### src/cksp_pkg.sv
// Package: constants and carriers for the capacitive key scan port
package cksp_pkg;
    localparam int NIBBLE_W = 4;
    localparam int SENSE_W = 8;
    localparam int SCAN_FULL = 16;
    localparam int SCAN_REDUCED = 11;
    // Address phase field positions on the nibble port
    localparam int ADDR_LSB = 0;
    localparam int INSTR_LSB = 2;
    localparam logic [1:0] PORT_LOWER = 2'h0;
    localparam logic [1:0] PORT_UPPER = 2'h1;
    localparam logic [1:0] INSTR_READ = 2'h0;
    localparam logic [1:0] INSTR_WRITE = 2'h1;
    // Strobe rate limits, in Hz, and longest ALE period in clock cycles at 40 MHz
    localparam int CLK_HZ = 40000000;
    localparam int ALE_MIN_HZ = 66600;
    localparam int ALE_MAX_HZ = 733300;
    localparam int ALE_MAX_CYC = CLK_HZ / ALE_MIN_HZ;
    localparam logic [SENSE_W-1:0] SENSE_RST = 8'h00;
    localparam logic [NIBBLE_W-1:0] NIBBLE_RST = 4'h0;

    typedef struct packed {
        logic [1:0] instr;
        logic [1:0] port;
    } cksp_cmd_t;

    typedef struct packed {
        logic [NIBBLE_W-1:0] dout;
        logic [NIBBLE_W-1:0] oe;
    } cksp_port_drv_t;

    typedef enum logic [1:0] {
        ST_IDLE = 2'b00,
        ST_ZERO = 2'b01,
        ST_ARMED = 2'b10,
        ST_SCAN = 2'b11
    } cksp_scan_st_t;
endpackage

### src/cksp_top.sv
// Capacitive key scan port: host nibble port, scan decoder and sense readout
// ----------------------------------------------------------------------------
// ----------------------------------------------------------------------------
`timescale 1ns/10ps
module cksp_top
    import cksp_pkg::*;
#(
    parameter int SCAN_LINES = cksp_pkg::SCAN_FULL
) (
    input wire logic i_sys_clk,
    input wire logic i_resetn,
    input wire logic i_ale,
    input wire logic i_port_strobe_n,
    input wire logic [cksp_pkg::NIBBLE_W-1:0] i_host_nibble_port,
    output logic [cksp_pkg::NIBBLE_W-1:0] o_host_nibble_port,
    output logic [cksp_pkg::NIBBLE_W-1:0] o_host_nibble_port_oe,
    input wire logic [cksp_pkg::SENSE_W-1:0] i_sense_inputs,
    output logic [SCAN_LINES-1:0] o_scan_lines,
    output logic o_antiscan,
    output logic o_zeroing
);
    import cksp_pkg::*;

    // ------------------------------------------------------------------------
    // Strobe edge detection
    // ------------------------------------------------------------------------
    // Inputs are synchronous to i_sys_clk, so one stage suffices for edges
    logic ale_q;
    logic strb_n_q;
    logic ale_rise;
    logic ale_fall;
    logic strb_fall;
    logic strb_rise;

    always_ff @(posedge i_sys_clk) begin
        if (!i_resetn) begin
            ale_q <= 1'b0;
            strb_n_q <= 1'b1;
        end else begin
            ale_q <= i_ale;
            strb_n_q <= i_port_strobe_n;
        end
    end

    assign ale_rise = i_ale && !ale_q;
    assign ale_fall = !i_ale && ale_q;
    assign strb_fall = !i_port_strobe_n && strb_n_q;
    assign strb_rise = i_port_strobe_n && !strb_n_q;

    function automatic logic cmd_ours(input cksp_cmd_t c);
        return (c.port == PORT_LOWER) || (c.port == PORT_UPPER);
    endfunction

    function automatic logic [SCAN_LINES-1:0] scan_decode(
        input logic [NIBBLE_W-1:0] code
    );
        logic [SCAN_LINES-1:0] v;
        v = '0;
        for (int k = 0; k < SCAN_LINES; k++) begin
            if (code == NIBBLE_W'(k)) begin
                v[k] = 1'b1;
            end
        end
        return v;
    endfunction

    // ------------------------------------------------------------------------
    // Address phase
    // ------------------------------------------------------------------------
    cksp_cmd_t cmd_q;
    logic cmd_valid_q;
    cksp_cmd_t cmd_in;

    assign cmd_in = cksp_cmd_t'(i_host_nibble_port);

    always_ff @(posedge i_sys_clk) begin
        if (!i_resetn) begin
            cmd_q <= cksp_cmd_t'(NIBBLE_RST);
            cmd_valid_q <= 1'b0;
        end else if (strb_fall) begin
            cmd_q <= cmd_in;
            cmd_valid_q <= cmd_ours(cmd_in);
        end
    end

    logic is_write;
    logic is_read;
    assign is_write = cmd_valid_q && (cmd_q.instr == INSTR_WRITE);
    assign is_read = cmd_valid_q && (cmd_q.instr == INSTR_READ);

    // ------------------------------------------------------------------------
    // Write data and scan sequencing
    // ------------------------------------------------------------------------
    logic [NIBBLE_W-1:0] scan_code_q;
    cksp_scan_st_t st_q;
    logic wr_fall;

    // Write is decided at the same edge the command is captured
    assign wr_fall = strb_fall && cmd_ours(cmd_in)
        && (cmd_in.instr == INSTR_WRITE);

    always_ff @(posedge i_sys_clk) begin
        if (!i_resetn) begin
            scan_code_q <= NIBBLE_RST;
        end else if (strb_rise && is_write) begin
            scan_code_q <= i_host_nibble_port;
        end
    end

    // Zeroing runs from the strobe fall to the next ALE rise; the host is
    // relied on to lift the strobe first, so that rise also starts the scan
    always_ff @(posedge i_sys_clk) begin
        if (!i_resetn) begin
            st_q <= ST_IDLE;
        end else begin
            case (st_q)
                ST_IDLE: begin
                    if (wr_fall) begin
                        st_q <= ST_ZERO;
                    end
                end
                ST_ZERO: begin
                    if (ale_rise) begin
                        st_q <= ST_SCAN;
                    end
                end
                ST_SCAN: begin
                    if (ale_fall) begin
                        st_q <= ST_IDLE;
                    end
                end
                default: begin
                    st_q <= ST_IDLE;
                end
            endcase
        end
    end

    logic scan_start;
    logic scan_end;
    assign scan_start = (st_q == ST_ZERO) && ale_rise;
    assign scan_end = (st_q == ST_SCAN) && ale_fall;

    always_ff @(posedge i_sys_clk) begin
        if (!i_resetn) begin
            o_zeroing <= 1'b0;
        end else if (wr_fall && st_q == ST_IDLE) begin
            o_zeroing <= 1'b1;
        end else if (scan_start) begin
            o_zeroing <= 1'b0;
        end
    end

    // Code arrives at strobe rise, before the ALE rise that starts the scan
    always_ff @(posedge i_sys_clk) begin
        if (!i_resetn) begin
            o_scan_lines <= '0;
            o_antiscan <= 1'b1;
        end else if (scan_start) begin
            o_scan_lines <= scan_decode(scan_code_q);
            o_antiscan <= ~|scan_decode(scan_code_q);
        end else if (scan_end) begin
            o_scan_lines <= '0;
            o_antiscan <= 1'b1;
        end
    end

    // ------------------------------------------------------------------------
    // Sense latch and read path
    // ------------------------------------------------------------------------
    logic [SENSE_W-1:0] sense_q;

    // Latched just before scanning closes, as the amplifier would
    always_ff @(posedge i_sys_clk) begin
        if (!i_resetn) begin
            sense_q <= SENSE_RST;
        end else if (scan_end) begin
            sense_q <= i_sense_inputs;
        end
    end

    cksp_port_drv_t drv_q;

    // Drive from strobe fall until strobe rise; the host samples at the rise
    always_ff @(posedge i_sys_clk) begin
        if (!i_resetn) begin
            drv_q <= '0;
        end else if (strb_fall && cmd_ours(cmd_in)
                && cmd_in.instr == INSTR_READ) begin
            drv_q.oe <= '1;
            if (cmd_in.port == PORT_UPPER) begin
                drv_q.dout <= sense_q[SENSE_W-1:NIBBLE_W];
            end else begin
                drv_q.dout <= sense_q[NIBBLE_W-1:0];
            end
        end else if (strb_rise) begin
            drv_q.oe <= '0;
        end
    end

    assign o_host_nibble_port = drv_q.dout;
    assign o_host_nibble_port_oe = drv_q.oe;
endmodule

### config.mk
export PLATFORM = sky130hd
export DESIGN_NAME = cksp_top
export DESIGN_NICKNAME = d
export VERILOG_FILES = /design/src/cksp_pkg.sv /design/src/cksp_top.sv
export SDC_FILE = /design/constraint.sdc
export NUM_CORES = 1
export LEC_CHECK = 0
export BUFFER_PORTS_ARGS = -buffer_cell sky130_fd_sc_hd__buf_2
export CORE_UTILIZATION = 40
export CTS_BUF_LIST = sky130_fd_sc_hd__clkbuf_16
export DETAILED_ROUTE_END_ITERATION = 7
export PLACE_DENSITY = 0.61
export SYNTH_ARGS = -nofsm -noshare
export SYNTH_HDL_FRONTEND = slang
export SYNTH_SLANG_ARGS = --single-unit
### constraint.sdc
create_clock -name i_sys_clk -period 3.3 [get_ports i_sys_clk]
set_input_delay 0.495 -clock i_sys_clk [delete_from_list [all_inputs] [get_ports i_sys_clk]]
set_output_delay 0.495 -clock i_sys_clk [all_outputs]
set_load 0.01 [all_outputs]
# Word-level counts from Yosys, hierarchy flattened
# Index checks and enable logic that the tools add are counted.
[classes] eq_ne=23 n_mux=61 n_reduce_logical=27
[op_table] operator="2-to-1 mux 1 bit" n=52
[op_table] operator="equality test 4 bit, second input constant" n=8
[op_table] operator="2-to-1 mux 16 bit" n=2
[op_table] operator="equality test 4 x 3 -> 1 bit, second input constant" n=4
[op_table] operator="OR reduction 16 bit" n=1
[op_table] operator="logical AND 1 bit" n=12
[op_table] operator="2-to-1 mux 4 bit" n=3
[op_table] operator="equality test 2 x 1 -> 1 bit, second input constant" n=4
[op_table] operator="equality test 4 x 2 -> 1 bit, second input constant" n=2
[op_table] operator="zero test 2 bit" n=3
[op_table] operator="2-to-1 mux 2 bit" n=3
[op_table] operator="!= test 2 bit, second input constant" n=3
[op_table] operator="case mux 2 bit (3 select lines)" n=1
[op_table] operator="nonzero test 2 bit" n=3
[op_table] operator="zero test 1 bit" n=5
[op_table] operator="equality test 4 x 1 -> 1 bit, second input constant" n=1
[op_table] operator="zero test 4 bit" n=1
[op_table] operator="AND reduction 3 bit" n=1
[op_table] operator="equality test 2 bit, second input constant" n=1
[op_table] operator="logical OR 1 bit" n=1
[totals] ff_bits=45 inputBits=16 output_inout_bits=26 wordCells=123

# Depth between registers and ports, before layout
[logic_depth] word_depth=8 ltp_mapped=5 depth_no_buf=3

# Least setup slack after synthesis
# No wires, ideal clock.
[synth_timing] path_kind="input to register" start="input i_resetn" end="register o_scan_lines[5]" setup_time_ns=0.061 t_arrival_ns=1.401 required_time_ns=3.239 slack_ns=1.838 path_stages=4 path_buffers=1 cell_sequence="buf_2 > nand2_1 > nor4b_1 > a32o_1"
[synth_lines] element="start, declared" line="cksp_top.sv:11" rtl="input wire logic i_resetn,"
[synth_lines] element="end signal, assigned" line="cksp_top.sv:160" rtl="o_scan_lines <= scan_decode(scan_code_q);"
[synth_lines] element="end, declared" line="cksp_top.sv:18" rtl="output logic [SCAN_LINES-1:0] o_scan_lines,"

# Worst setup path after layout
[layout_timing] start="register st_q[1]" end="register o_scan_lines[11]"
[layout_via] elab_chain_len=3 word_cells_on_any_way=6 classes_between="eq/ne (2); mux (1); reduce/logical (3)"
[layout_rtl] element="start, declared" line="cksp_top.sv:95" rtl="cksp_scan_st_t st_q;"
[layout_rtl] element="start signal, assigned" line="cksp_top.sv:114" rtl="st_q <= ST_IDLE;"
[layout_rtl] element="start signal, assigned" line="cksp_top.sv:119" rtl="st_q <= ST_ZERO;"
[layout_rtl] element="start signal, assigned" line="cksp_top.sv:124" rtl="st_q <= ST_SCAN;"
[layout_rtl] element="equality test 2 x 1 -> 1 bit / equality test 2 bit (equally long branches)" line="cksp_top.sv:141, cksp_top.sv:142"
[layout_rtl] element="logical AND 1 bit, on equally long branches" line="cksp_top.sv:141, cksp_top.sv:142"
[layout_rtl] element="2-to-1 mux 16 bit / nonzero test 2 bit (equally long branches)"
# Parallel ways exist; a longest one is shown, timed or not.
# A chain may end at the register's enable or synchronous reset.

==> metrics <==
Top Ports between 40 and 50; Synth top area share 0.5091; Post-DRT Antenna Nets 0; Die X between 60 and 70 µm; pre-CTS setup slack ~1400 ps; post_cts resized 0; Port Buffers between 40 and 50; crit end category flip-flop; CP Cell Sequence and4b_1, nor3_4, a22o_2; CP required 3470 ps; drt drc 0; Critical Path AT ~1900 ps; delay of the slowest critical-path stage between 600 and 700 ps; clk root buf clkbuf_16; via count 1359; largest net degree at the start of global routing 21; list of most frequent post-synthesis cells dfxtp_1 (42), nand2_1 (21), o21ai_0 (14), a22o_2 (12); DIE AREA 4390 µm²; worst-margin pin slew 709.8 ps; mapped cell area 1652 µm²; Synth Flop Type dfxtp_1; RD Place Congestion 0.7772; crit-path max FO 18; leading area contributor after synthesis dfxtp_1; asr flop ratio synth 0; final setup fails 0; Hold Crit Class input port to flip-flop; clock-pin slew on the worst setup and hold paths ~50 ps; fmax between 500 and 600 MHz; TritonCTS buffer count 5; final period utilization 0.5137; delay-heaviest family, CP simple AND/OR/NAND/NOR gates; LEAKAGE around 0.8 nW; clk_skew 3.761 ps; layout cells sized above 1 0.3168; Power Density between 500 and 600 nW/µm²; DR iter-0 viols 65; area grow syn2layout 20.15%; Synth cell types 33; cts-stage hold buffer count 0; peak supply drop between 0.0002 and 0.0003 V; syn nets between 150 and 200; row cnt 22; sequential area share after synthesis 0.5091; wire length per cell 13.76 µm; via/cell ratio ~5.4; Max transition margin 0.5201; M1 wire length about 1500 µm; maxcap violations 0; Core Util, Final 0.5224; final setup TNS 0 ps; Starting Density 0.4348; Post-CTS Setup Inserts 0; Final Critical Period roughly 1700 ps; Seq cells post-synth 42; metal2 WL between 1500 and 2000 µm; syn_area_per_cell ~10 µm²; largest cells by area after synthesis dfxtp_1 (51%), a22o_2 (7.3%), mux2i_1 (6.1%); metal3 WL roughly 200 µm; Post-synth EDFFs 0; count leader, synth dfxtp_1; Worst-Skew Late Latency about 280 ps; global-route wire length before repair 5823 µm; GRT overflow 0; Hold Slack 435.2 ps; Pre-antenna DRT Iters 4; clk buf depth 2; # clock sinks 42; WP buf/inv 0; Syn. warnings 0; nets 219; final worst setup slack around 1600 ps; Die Y between 60 and 70 µm; TritonCTS clock tree built; max-slew violations 0; vias in the first global route about 1300; status complete, no violations; H-tree Lvls 2; CP startpoint kind flip-flop; RSZ-0062 raised after global routing no; Critical-path top delay cell and4b_1; HPWL after DPL roughly 2600 µm; Syn Inst Count between 150 and 200; kind of critical path flip-flop to flip-flop; antenna cell count 0; GRT Overall Usage 0.1814; drt total wl approximately 3400 µm; initial antenna violation count 0; Top Layer Used met4; Final Hold Viols 0; core footprint about 3800 µm²
routing by layer:
metal / global-route usage / vias to the layer above
met2: 0.3125 / 41
met4: 0.06649 / 0
li1: - / 673
met1: 0.2021 / 640
met5: 0 / -
met3: 0.06724 / 5
kinds of logic after synthesis:
| family | Yosys count | synth area share |
|---|---|---|
| DFF | 42 | 0.5091 |
| AOI/OAI and AO/OA | 39 | 0.1811 |
| buffers and inverters | 14 | 0.04848 |
| and+or+nand+nor | 60 | 0.2008 |
| muxes | 10 | 0.06061 |
cell type report:
cell class,instances,area [µm²]
fill,368,1814
sequential,42,840.8
tap,48,60.06
timing repair buffer,42,212.7
multi-input combinational,109,730.7
clock buffer,5,125.1
clock inverter,1,3.754
inverter,3,11.26
cell usage in the layout (no fill, tap or decap), types with 2 or more instances in the layout:
cell,Yosys,layout
nand2_1,21,21
nand3_1,10,10
nor2_1,8,8
mux2i_1,10,10
nor2b_1,3,3
clkbuf_16,0,5
o21ai_0,14,14
inv_1,3,3
a32o_1,4,4
o311ai_0,4,4
dfxtp_1,42,42
a21oi_1,2,2
nand4b_1,2,2
nand2b_1,4,4
buf_2,1,41
a22o_2,12,12
state kept, by name (all words and copies together), names as in the netlist:
| register | flops |
|---|---|
| cmd_valid_q | 1 |
| scan_code_q | 4 |
| o_host_nibble_port_oe | 1 |
| ale_q | 1 |
| st_q | 2 |
| o_antiscan | 1 |
| o_host_nibble_port | 4 |
| strb_n_q | 1 |
| sense_q | 8 |
| o_scan_lines | 16 |
| cmd_q | 2 |
| o_zeroing | 1 |
worst paths after layout:
path / start / endpoint / slack, ps / cells past startpoint
max: st_q[1]$_SDFFE_PN0P_ / o_scan_lines[11]$_SDFFE_PN0P_ / 1600 / 3
min: i_sense_inputs[2] / sense_q[2]$_SDFFE_PN0P_ / 440 / 3
max reg2reg: st_q[1]$_SDFFE_PN0P_ / o_scan_lines[11]$_SDFFE_PN0P_ / 1600 / 3
min reg2reg: sense_q[4]$_SDFFE_PN0P_ / sense_q[4]$_SDFFE_PN0P_ / 460 / 2
stage by stage:
| stage | instance area [µm²] | total power [mW] | cells |
|---|---|---|---|
| final | 1984 | 1.003 | 250 |
| after global placement | 1856 | 0.5741 | 244 |
| after global routing | 1984 | 1.049 | 250 |
| after detailed placement | 1856 | 0.5756 | 244 |
| after CTS | 1984 | 1.018 | 250 |
| after floorplan | 1652 | 0.5579 | 165 |
worst register-to-register path: stages, from the launching register on:
cell and delay, ps:
dfxtp_1 480, and4b_1 620, nor3_4 190, a22o_2 300
report_power, final:
group	switching, mW	internal (mW)	leakage [nW]
Combinational	0.0285	0.0191	0.420
Sequential	0.00424	0.513	0.340
Clock	0.170	0.268	0.0632
(Power assumes the default switching activity.)
